[src/common/cfe_pkg.sv]
// constants for the cascaded fifo expansion unit
package cfe_pkg;
    localparam int DEPTH = 128;
    localparam int AW = 7;
    localparam int DW = 8;
    localparam logic [7:0] FULL_COUNT = 8'h80;
    // register indices
    localparam logic [3:0] IDX_CTRL0 = 4'h0;
    localparam logic [3:0] IDX_CTRL3 = 4'h1;
    localparam logic [3:0] IDX_STATUS = 4'h2;
    localparam logic [3:0] IDX_COUNT = 4'h3;
    localparam logic [3:0] IDX_CMP = 4'h4;
    localparam logic [3:0] IDX_MSG = 4'h5;
    localparam logic [3:0] IDX_DATA = 4'h6;
    // control register zero fields
    localparam int C0_JUSTIFY = 1;
    localparam int C0_CASCADE = 2;
    localparam int C0_DIR_MASTER = 3;
    localparam int C0_DIR = 4;
    localparam int C0_DMA_EN = 5;
    localparam int C0_EMPTY_IE = 6;
    localparam int C0_FULL_IE = 7;
    localparam int C0_CLEAR = 8;
    localparam int C0_W = 9;
    localparam logic [8:0] C0_RESET = 9'h000;
    // control register three fields
    localparam int C3_MIRROR = 0;
    localparam int C3_FLAG = 1;
    localparam int C3_INBOUND = 2;
    // status fields
    localparam int ST_FULL = 0;
    localparam int ST_EMPTY = 1;
    localparam int ST_ALL_FULL = 2;
    localparam int ST_ALL_EMPTY = 3;
    localparam int ST_DIR = 4;
    localparam logic [7:0] CMP_RESET = 8'h00;
endpackage

[src/rtl/cfe_unit.sv]
// one 128-byte fifo unit with apb side and interlocked handshake cascade side
//
// The implementer's own choices: the placing of the registers and the APB interface to the registers.
`timescale 1ns/1ns
module cfe_unit (
    input wire logic clk_i,
    input wire logic rst_n_i,
    input wire logic psel_i,
    input wire logic penable_i,
    input wire logic pwrite_i,
    input wire logic [31:0] paddr_i,
    input wire logic [31:0] pwdata_i,
    output logic [31:0] prdata_o,
    output logic pready_o,
    output logic pslverr_o,
    input wire logic [7:0] link_data_i,
    output logic [7:0] link_data_o,
    output logic link_data_oe_o,
    input wire logic acknowledge_input_n_i,
    output logic link_strobe_o,
    input wire logic direction_i,
    output logic direction_o,
    output logic direction_oe_o,
    input wire logic inbound_flag_pin_i,
    output logic outbound_flag_pin_o,
    input wire logic full_line_i,
    output logic full_oe_o,
    input wire logic empty_line_i,
    output logic empty_oe_o,
    output logic irq_o,
    output logic dma_req_o,
    output logic buffer_clear_n_o
);
    logic [cfe_pkg::DW-1:0] mem [cfe_pkg::DEPTH];
    logic [cfe_pkg::AW-1:0] wptr_reg;
    logic [cfe_pkg::AW-1:0] rptr_reg;
    logic [7:0] count_reg;
    logic [7:0] count_next;
    logic full_reg;
    logic empty_reg;
    logic [cfe_pkg::C0_W-1:0] ctrl0_reg;
    logic flag_reg;
    logic [7:0] cmp_reg;
    logic [7:0] msg_reg;
    logic [7:0] rdata_next;
    logic in_valid_reg;
    logic [7:0] in_data_reg;
    logic out_valid_reg;
    logic [7:0] out_data_reg;
    logic [12:0] sync1_reg;
    logic [12:0] sync2_reg;
    logic ack_prev_reg;
    logic pready_reg;

    // ------------------------------------------------------------
    // pin synchronisers
    // ------------------------------------------------------------
    always_ff @(posedge clk_i) begin
        if (!rst_n_i) begin
            sync1_reg <= 13'h1FFF;
            sync2_reg <= 13'h1FFF;
            ack_prev_reg <= 1'b1;
        end else begin
            sync1_reg <= {acknowledge_input_n_i, direction_i, inbound_flag_pin_i,
                          full_line_i, empty_line_i, link_data_i};
            sync2_reg <= sync1_reg;
            ack_prev_reg <= sync2_reg[12];
        end
    end

    logic ack_high;
    logic ack_fall;
    logic dir_pin;
    logic inbound_s;
    logic all_full;
    logic all_empty;
    logic [7:0] link_s;
    assign ack_high = sync2_reg[12];
    assign ack_fall = ack_prev_reg & ~sync2_reg[12];
    assign dir_pin = sync2_reg[11];
    assign inbound_s = sync2_reg[10];
    assign all_full = sync2_reg[9];
    assign all_empty = sync2_reg[8];
    assign link_s = sync2_reg[7:0];

    // ------------------------------------------------------------
    // direction and apb decode
    // ------------------------------------------------------------
    logic dir;
    logic clr;
    logic justify;
    logic [3:0] idx;
    logic mapped;
    logic acc;
    logic done;
    logic data_acc;
    logic stall;
    // the inverter between units sits outside; a slave unit just takes the pin
    assign dir = ctrl0_reg[cfe_pkg::C0_DIR_MASTER] ? ctrl0_reg[cfe_pkg::C0_DIR] : dir_pin;
    assign clr = ctrl0_reg[cfe_pkg::C0_CLEAR];
    assign justify = ctrl0_reg[cfe_pkg::C0_JUSTIFY];
    assign idx = justify ? paddr_i[5:2] : paddr_i[6:3];
    assign mapped = (justify | paddr_i[2]) & (idx <= cfe_pkg::IDX_DATA);
    assign acc = psel_i & penable_i;
    assign done = acc & pready_reg;
    assign data_acc = mapped & (idx == cfe_pkg::IDX_DATA);
    // wait state: hold a data write off while this unit is full in output mode
    assign stall = data_acc & pwrite_i & ~dir & full_reg;

    // ------------------------------------------------------------
    // push and pop sources
    // ------------------------------------------------------------
    logic push;
    logic pop;
    logic pop_link;
    logic [7:0] push_data;
    // link side pushes in input mode, cpu pushes in output mode
    assign push = ~clr & ~full_reg & (dir ? in_valid_reg
                  : (done & pwrite_i & data_acc));
    assign push_data = dir ? in_data_reg : pwdata_i[7:0];
    // next byte strobed out once the partner's acknowledge is back high
    assign pop_link = ~clr & ~dir & ~out_valid_reg & ack_high & ~empty_reg;
    assign pop = pop_link | (~clr & dir & ~empty_reg & done & ~pwrite_i & data_acc);

    always_comb begin
        count_next = count_reg;
        if (push & ~pop) begin
            count_next = count_reg + 8'h01;
        end else if (pop & ~push) begin
            count_next = count_reg - 8'h01;
        end
    end

    // ------------------------------------------------------------
    // storage
    // ------------------------------------------------------------
    always_ff @(posedge clk_i) begin
        if (push) begin
            mem[wptr_reg] <= push_data;
        end
    end

    always_ff @(posedge clk_i) begin
        if (!rst_n_i || clr) begin
            wptr_reg <= '0;
            rptr_reg <= '0;
            count_reg <= 8'h00;
            full_reg <= 1'b0;
            empty_reg <= 1'b1;
        end else begin
            if (push) begin
                wptr_reg <= wptr_reg + 7'h01;
            end
            if (pop) begin
                rptr_reg <= rptr_reg + 7'h01;
            end
            count_reg <= count_next;
            full_reg <= (count_next == cfe_pkg::FULL_COUNT);
            empty_reg <= (count_next == 8'h00);
        end
    end

    // ------------------------------------------------------------
    // link handshake
    // ------------------------------------------------------------
    always_ff @(posedge clk_i) begin
        if (!rst_n_i || clr) begin
            in_valid_reg <= 1'b0;
            in_data_reg <= 8'h00;
        end else if (dir && !in_valid_reg && ack_fall) begin
            in_valid_reg <= 1'b1;
            in_data_reg <= link_s;
        end else if (push && dir) begin
            in_valid_reg <= 1'b0;
        end
    end

    always_ff @(posedge clk_i) begin
        if (!rst_n_i || clr) begin
            out_valid_reg <= 1'b0;
            out_data_reg <= 8'h00;
        end else if (pop_link) begin
            out_valid_reg <= 1'b1;
            out_data_reg <= mem[rptr_reg];
        end else if (!dir && out_valid_reg && ack_fall) begin
            out_valid_reg <= 1'b0;
        end
    end

    always_ff @(posedge clk_i) begin
        if (!rst_n_i) begin
            link_strobe_o <= 1'b1;
            link_data_o <= 8'h00;
            link_data_oe_o <= 1'b0;
        end else begin
            // ready for byte in input mode, byte available (low active) in output mode
            link_strobe_o <= dir ? (~in_valid_reg & ~full_reg & ack_high & ~clr)
                             : ~out_valid_reg;
            link_data_o <= out_data_reg;
            link_data_oe_o <= ~dir;
        end
    end

    // ------------------------------------------------------------
    // control registers
    // ------------------------------------------------------------
    logic wr;
    assign wr = done & pwrite_i & mapped;

    always_ff @(posedge clk_i) begin
        if (!rst_n_i) begin
            ctrl0_reg <= cfe_pkg::C0_RESET;
        end else if (wr && idx == cfe_pkg::IDX_CTRL0) begin
            ctrl0_reg <= pwdata_i[cfe_pkg::C0_W-1:0];
        end
    end

    always_ff @(posedge clk_i) begin
        if (!rst_n_i) begin
            flag_reg <= 1'b0;
        end else if (wr && idx == cfe_pkg::IDX_CTRL3) begin
            flag_reg <= pwdata_i[cfe_pkg::C3_FLAG];
        end
    end

    always_ff @(posedge clk_i) begin
        if (!rst_n_i) begin
            cmp_reg <= cfe_pkg::CMP_RESET;
        end else if (wr && idx == cfe_pkg::IDX_CMP) begin
            cmp_reg <= pwdata_i[7:0];
        end
    end

    always_ff @(posedge clk_i) begin
        if (!rst_n_i) begin
            msg_reg <= 8'h00;
        end else if (wr && idx == cfe_pkg::IDX_MSG && !ctrl0_reg[cfe_pkg::C0_CASCADE]) begin
            msg_reg <= pwdata_i[7:0];
        end
    end

    // ------------------------------------------------------------
    // apb answer
    // ------------------------------------------------------------
    always_comb begin
        rdata_next = 8'h00;
        case (idx)
            cfe_pkg::IDX_CTRL0: rdata_next = ctrl0_reg[7:0];
            cfe_pkg::IDX_CTRL3: begin
                rdata_next[cfe_pkg::C3_MIRROR] = flag_reg;
                rdata_next[cfe_pkg::C3_FLAG] = flag_reg;
                rdata_next[cfe_pkg::C3_INBOUND] = inbound_s;
            end
            cfe_pkg::IDX_STATUS: begin
                rdata_next[cfe_pkg::ST_FULL] = full_reg;
                rdata_next[cfe_pkg::ST_EMPTY] = empty_reg;
                rdata_next[cfe_pkg::ST_ALL_FULL] = all_full;
                rdata_next[cfe_pkg::ST_ALL_EMPTY] = all_empty;
                rdata_next[cfe_pkg::ST_DIR] = dir;
            end
            cfe_pkg::IDX_COUNT: rdata_next = count_reg;
            cfe_pkg::IDX_CMP: rdata_next = cmp_reg;
            cfe_pkg::IDX_MSG: rdata_next = ctrl0_reg[cfe_pkg::C0_CASCADE] ? 8'h00 : msg_reg;
            cfe_pkg::IDX_DATA: rdata_next = (dir && !empty_reg) ? mem[rptr_reg] : 8'h00;
            default: rdata_next = 8'h00;
        endcase
        if (!mapped) begin
            rdata_next = 8'h00;
        end
    end

    always_ff @(posedge clk_i) begin
        if (!rst_n_i) begin
            pready_reg <= 1'b0;
            prdata_o <= 32'h00000000;
            pslverr_o <= 1'b0;
        end else begin
            pready_reg <= acc & ~pready_reg & ~stall;
            if (acc && !pready_reg && !stall) begin
                prdata_o <= {24'h000000, rdata_next};
                pslverr_o <= ~mapped;
            end
        end
    end
    assign pready_o = pready_reg;

    // ------------------------------------------------------------
    // side outputs
    // ------------------------------------------------------------
    always_ff @(posedge clk_i) begin
        if (!rst_n_i) begin
            full_oe_o <= 1'b1;
            empty_oe_o <= 1'b0;
            irq_o <= 1'b0;
            dma_req_o <= 1'b0;
            outbound_flag_pin_o <= 1'b0;
            direction_o <= 1'b0;
            direction_oe_o <= 1'b0;
            buffer_clear_n_o <= 1'b1;
        end else begin
            // open drain: pull low while not full / not empty
            full_oe_o <= ~full_reg;
            empty_oe_o <= ~empty_reg;
            irq_o <= (ctrl0_reg[cfe_pkg::C0_EMPTY_IE] & all_empty)
                     | (ctrl0_reg[cfe_pkg::C0_FULL_IE] & all_full);
            dma_req_o <= ctrl0_reg[cfe_pkg::C0_DMA_EN] & (count_reg <= cmp_reg);
            outbound_flag_pin_o <= flag_reg;
            direction_o <= ctrl0_reg[cfe_pkg::C0_DIR];
            direction_oe_o <= ctrl0_reg[cfe_pkg::C0_DIR_MASTER];
            buffer_clear_n_o <= ~clr;
        end
    end
endmodule

[config.mk]
export PLATFORM = sky130hd
export DESIGN_NAME = cfe_unit
export DESIGN_NICKNAME = d
export VERILOG_FILES = /design/src/common/cfe_pkg.sv /design/src/rtl/cfe_unit.sv
export SDC_FILE = /design/constraint.sdc
export NUM_CORES = 1
export LEC_CHECK = 0
export ABC_AREA = 1
export BUFFER_PORTS_ARGS = -buffer_cell sky130_fd_sc_hd__buf_4
export CORE_UTILIZATION = 60
export DETAILED_ROUTE_END_ITERATION = 8
export PLACE_DENSITY_LB_ADDON = 0.1
export SYNTH_ARGS = -nofsm -noshare
export SYNTH_HDL_FRONTEND = slang
export SYNTH_SLANG_ARGS = --single-unit
export TNS_END_PERCENT = 5
[constraint.sdc]
create_clock -name clk_i -period 9.15 [get_ports clk_i]
set_input_delay 2.2875 -clock clk_i [delete_from_list [all_inputs] [get_ports clk_i]]
set_output_delay 2.2875 -clock clk_i [all_outputs]
set_load 0.02 [all_outputs]
==> impl_results.md, run 1 <==
- Nets@finish: roughly 4,300
- CTS Buf Count: approximately 110
- DP Area: 48,200 µm²
- Final period utilization: approximately 53%
- Max reg flops: a little over 1,000
- Die area: between 70,000 and 80,000 µm²
- Post-synthesis register bit count: around 1,200
- Startpoint types: input pin
- CTS tree: yes
- Final Critical Period: around 4.8 ns
- Residual DRC count: 0
- I/O pin total: roughly 130
- Pins over their slew limit: 0
- Async SR Flop Fraction: 0%
- Synth area leader: edfxtp_1
- Worst hold-check path type: register to register
- Initial antenna violation count: 1
- WP data arrival: between 5 and 6 ns
- Fin Setup TNS: 0 ns
- VDD IR-drop max: between 0.15 and 0.2 mV
- Status: finished, final reports clean
- Max-slew headroom: between 10% and 20%
- CP endpoint kind: register
- Routed wire length: 113,000 µm
- Synth unique cells: between 40 and 50
- First-pass GRT wire length: 171,000 µm
- Post-synth top area share: approximately 65%
- Maximum operating frequency: 0.207 GHz
- Pwr dens: 215 nW/µm²
- Vias in the first global route: about 29,000
- WS Path Type: input pin to register
- Final ANT Viol Nets: 0
- CP required: 9.45 ns
- Fillers: 5,866
- Syn Area/Cell: about 11 µm²
- GRT Residual Overflow: 0
- Initial DRT Pass Iterations: 8
- Area contributors post-synth: edfxtp_1 (65%), nand3_1 (10%), nand2_1 (10%)
- DR vias: between 30,000 and 40,000
- H-tree depth: 3
- Mapped Cells: about 4,200
- Number of buffers added on ports: between 50 and 60
- Later-pin clock latency in the skew report: slightly below 0.7 ns
- R2r setup slk: slightly above 5 ns
- RSZ-0062 raised after global routing: no
- Clock Sinks: about 1,200
- Clock Path Buffers: 3
- Ant. Diodes: 0
- Starting Density: 60.8%
- Clk slew on worst S/H paths: 0.06 ns
- Top_reg_cell synth: edfxtp_1
- Total GRT Usage: between 20% and 30%
- Worst-Margin Slew: 1.23 ns
- Setup bufs post-CTS: 0
- Skew final: 0.0229 ns
- Critical path fanouts, max: 16
- Post-DR wirelength/cell: ~21 µm
- Seq/Total Area, Yosys: a little over two thirds
- Final instance area: around 52,000 µm²
- Via density: slightly below 6
- Leak: 0.0189 µW
- Initial DRC count: ~3,100
- Post-DP HPWL: ~64,000 µm
- Clock root buffer: clkbuf_16
- Hold_buf cts: 0
- Post-cts sizing count: 0
- Die H: around 280 µm
- Layout overhead on the synthesized area: 10.2%
- Max Cap Violations: 0
- Warnings from Yosys: 0
- R2R depth: 14
- Final setup vio count: 0
- Final hold violations: 0
- Row Count: 102
- Layout cells sized above 1: approximately 8.0%
- Core area: between 70,000 and 80,000 µm²
- Post-synth EDFFs: between 1,000 and 1,500
- Hold Crit Depth: 1
- Synthesized area: about 47,000 µm²
- RD Place Congestion: ~0.91
- Largest net degree at the start of global routing: around 190
- Die width: ~280 µm
==> path summary, 6_finish.rpt <==
| kind | start | to |
|---|---|---|
| min | sync1_reg[9] | sync2_reg[9] |
| max reg2reg | register | prdata_o[6] |
| min reg2reg | sync1_reg[9] | sync2_reg[9] |
| max | paddr_i[2] | mem[72][7] |
==> Yosys cell counts, drive strengths merged, types with 12 or more instances <==
cell type	instances
clkbuf	89
edfxtp	1024
or2	27
ha	12
dfxtp	130
a21oi	67
nand2	1296
inv	104
nand3	980
nor2	191
nor3	16
buf	185
o21ai	67
==> power breakdown <==
| group | internal, µW | switching (µW) | leakage (µW) |
|---|---|---|---|
| clock network | 2750 | 1960 | 0.00186 |
| registers | 5780 | 20.5 | 0.0106 |
| logic | 159 | 484 | 0.00652 |
==> critical path, cell delays in order <==
cell and delay, ns:
buf_4 0.11, inv_1 0.09, nand2_1 0.07, nand2_2 0.11, nand2_4 0.08, nor2_4 0.11
nand3_2 0.08, nand2_2 0.09, nand2_4 0.15, nor2_4 0.19, nand3_2 0.80, nor2_1 0.96
==> stage by stage <==
stage                     hold WS [ns]  instances  util (%)  power [µW]  setup slack, ns
after floorplan                  0.371       4267         -        6360            0.610
after global placement           0.395       5132      62.1        6540             3.67
after detailed placement         0.397       5132      62.1        6550             3.62
after CTS                        0.411       5342      67.0       11200             4.35
after global routing             0.419       5342      67.0       11500             4.20
final                            0.408       5342      67.0       11200             4.31
==> routing by layer <==
layer  track usage [%]  share of wire (%)  up-vias
met1              39.4                 41    14800
met2              46.6                 48     1238
met3              4.01                7.5      236
met5                 0                  0        -
met4              10.2                3.4        0
li1                  -                  -    14700
==> area by class of cell <==
type | count | area, µm² | area share (%)
Timing Repair Buffer | 99 | 781 | 1.50
Multi-Input combinational cell | 2734 | 12300 | 23.7
Inverter | 105 | 412 | 0.792
Clock inverter | 63 | 723 | 1.39
Sequential cell | 1154 | 33400 | 64.2
Tap cell | 1040 | 1300 | 2.50
Clock buffer | 147 | 3090 | 5.94
==> placed cells by master, fill, tap and decap left out, types with 5 or more instances in the layout <==
master	netlist	final
nand2_1	1284	1284
edfxtp_1	1024	1024
nand3_1	974	974
nor2_1	183	182
dfxtp_1	130	126
clkbuf_16	0	115
buf_4	26	96
inv_1	97	95
a21oi_1	67	67
o21ai_0	64	56
or2_2	27	27
conb_1	1	24
clkinv_1	1	23
clkbuf_1	89	22
clkinv_2	0	14
bufinv_16	0	13
ha_1	12	12
nor3_1	11	11
xor2_1	11	11
clkbuf_8	0	9
o21ai_4	0	8
nand4_1	8	8
o22ai_1	8	8
nand2_2	7	7
inv_2	7	6
a211oi_1	6	6
nand2_4	5	5
==> cell families (layout without fill, tap and decap cells) <==
kind of cell	Yosys count	after routing	share of synthesized area [%]
buf+inv	379	414	3.58
other cells	1	24	0.00795
xor+xnor	11	11	0.204
flops	1154	1154	70.7
fa+ha+maj	12	12	0.318
compound gates	164	164	1.90
simple gates	2523	2523	23.3
No activity file was read; power rests on OpenSTA's default activity.
==> inputs of run 2 (changes only) <==
==> constraint.sdc (replaced) <==
create_clock -name clk_i -period 5.1 [get_ports clk_i]
set_input_delay 1.275 -clock clk_i [delete_from_list [all_inputs] [get_ports clk_i]]
set_output_delay 1.275 -clock clk_i [all_outputs]
set_load 0.02 [all_outputs]
==> impl_results.md, run 2 (same netlist as run 1, synthesis figures left out) <==
- Final setup vio count: 0 (unchanged)
- CP endpoint kind: register
- GRT Residual Overflow: 0 (unchanged)
- Startpoint types: register
- Largest net degree at the start of global routing: 219 (+16%)
- Initial DRT Pass Iterations: 6 (-2)
- Starting Density: 60.8% (unchanged)
- Worst-Margin Slew: 1.13 ns (-0.101 ns)
- Non-Filler Instances: 5,379 (+0.69%)
- RD Place Congestion: 0.870 (-3.9%)
- Clk slew on worst S/H paths: 0.06 ns (about the same)
- Status: finished, final reports clean
- Buf/Inv on CP: 1 (-1)
- Hold_buf cts: 0 (unchanged)
- H-tree depth: 3 (unchanged)
- First-pass GRT wire length: 173,000 µm (+1.4%)
- Die H: 282 µm (unchanged)
- R2r setup slk: 1.64 ns (-3.40 ns)
- DR vias: 31,300 (+0.98%)
- CTS tree: yes
- WP data arrival: 4.07 ns (-1.07 ns)
- Final Critical Period: roughly 3.5 ns
- Layout cells sized above 1: 8.73% (+0.69 points)
- Ant. Diodes: 0 (unchanged)
- Max reg flops: 1,024 (unchanged)
- Routed wire length: 115,000 µm (+1.3%)
- Final hold violations: 0 (unchanged)
- Initial DRC count: 3,249 (+3.9%)
- Slowest stage delay, CP: 0.79 ns (-0.17 ns)
- Die area: 79,800 µm² (unchanged)
- Initial antenna violation count: 0 (-1)
- Clock Path Buffers: 3 (unchanged)
- Critical path fanouts, max: 199 (+183)
- Later-pin clock latency in the skew report: 0.68 ns (about the same)
- Fin Setup TNS: 0 ns (unchanged)
- Setup bufs post-CTS: 0 (unchanged)
- Die width: 282 µm (unchanged)
- Post-DR wirelength/cell: 21.3 µm (+0.61%)
- RSZ-0062 raised after global routing: no
- Clock Sinks: 1,154 (unchanged)
- Number of buffers added on ports: 59 (unchanged)
- Layout overhead on the synthesized area: 11.0%
- Max Cap Violations: 0 (unchanged)
- Delay-heaviest family, CP: simple AND/OR/NAND/NOR gates
- CP required: 5.71 ns (-3.74 ns)
- Core area: 77,600 µm² (unchanged)
- Post-cts sizing count: 0 (unchanged)
- WS Path Type: register to register
- Worst hold-check path type: register to register
- Nets@finish: 4,337 (+0.81%)
- Vias in the first global route: 29,400 (+0.99%)
- Most frequent cells in the layout: nand2_1 (1,284), edfxtp_1 (1,024), nand3_1 (974), nor2_1 (182), dfxtp_1 (126)
- Commonest non-fill, non-tap cell in the layout: nand2_1
- CTS Buf Count: 113 (-0.88%)
- Worst path cell trace: buf_12, nand2_1, nand3_1, nand3_1, nand3_1, nand2_1, o21ai_0, nand2_1, nand3_1, nand3_1, nand2_1, nand2_1, a21oi_1
- Final ANT Viol Nets: 0 (unchanged)
- Post-DP HPWL: 65,100 µm (+2.0%)
- Pwr dens: 383 nW/µm² (+78%)
- Leak: 0.0192 µW (+1.2%)
- Pins over their slew limit: 0 (unchanged)
- Residual DRC count: 0 (unchanged)
- CP max stage cell: dfxtp_4
- Via density: 5.82 (+0.29%)
- Clock root buffer: clkbuf_16
- VDD IR-drop max: 0.348 mV (+87%)
- Total GRT Usage: 29.0% (+0.48 points)
- Cell count after placement: 5,168 (+0.70%)
- Skew final: 0.0193 ns (-0.00366 ns)
- Row Count: 102 (unchanged)
- I/O pin total: 134 (unchanged)
- Maximum operating frequency: between 0.2 and 0.3 GHz
- Max-slew headroom: 24.8% (+6.8 points)
- Final period utilization: approximately two thirds
run 2: report_power, final:
part,switching (µW),leakage (µW),internal [µW],total [µW]
clock network,3450,0.00185,5020,8470
logic,879,0.00676,302,1180
registers,37.9,0.0106,10400,10400
run 2: per-stage QoR:
stage / util (%) / instance area [µm²] / hold slack (ns) / setup slack [ns] / total power (µW)
after global placement: 62.6 / 48600 / 0.394 / 1.01 / 11800
after floorplan: - / 47300 / 0.371 / -0.233 / 11400
after global routing: 67.5 / 52400 / 0.418 / 1.37 / 20600
after detailed placement: 62.6 / 48600 / 0.397 / 0.964 / 11800
final: 67.5 / 52400 / 0.408 / 1.64 / 20000
after CTS: 67.5 / 52400 / 0.409 / 1.67 / 20100
run 2: path summary, 6_finish.rpt:
path / start / end / cells past startpoint
setup / recovery: register / prdata_o[6] / 13
hold / removal: empty_reg / empty_oe_o / 1
setup reg to reg: register / prdata_o[6] / 13
hold reg to reg: empty_reg / empty_oe_o / 1
run 2: area by class of cell:
cell class	count	area (µm²)
Clock inverter	65	671
Multi-Input combinational cell	2734	12300
Inverter	105	412
Fill cell	5859	25200
Sequential cell	1154	33400
Timing Repair Buffer	135	1190
Tap cell	1040	1300
Clock buffer	146	3130
run 2: per-layer routing:
layer / track usage [%] / up-vias / part of all wire, %
met5: 0 / - / 0
met1: 40.9 / 15000 / 41
met2: 46.6 / 1322 / 48
li1: - / 14800 / -
met4: 10.1 / 0 / 3.5
met3: 4.18 / 233 / 7.7
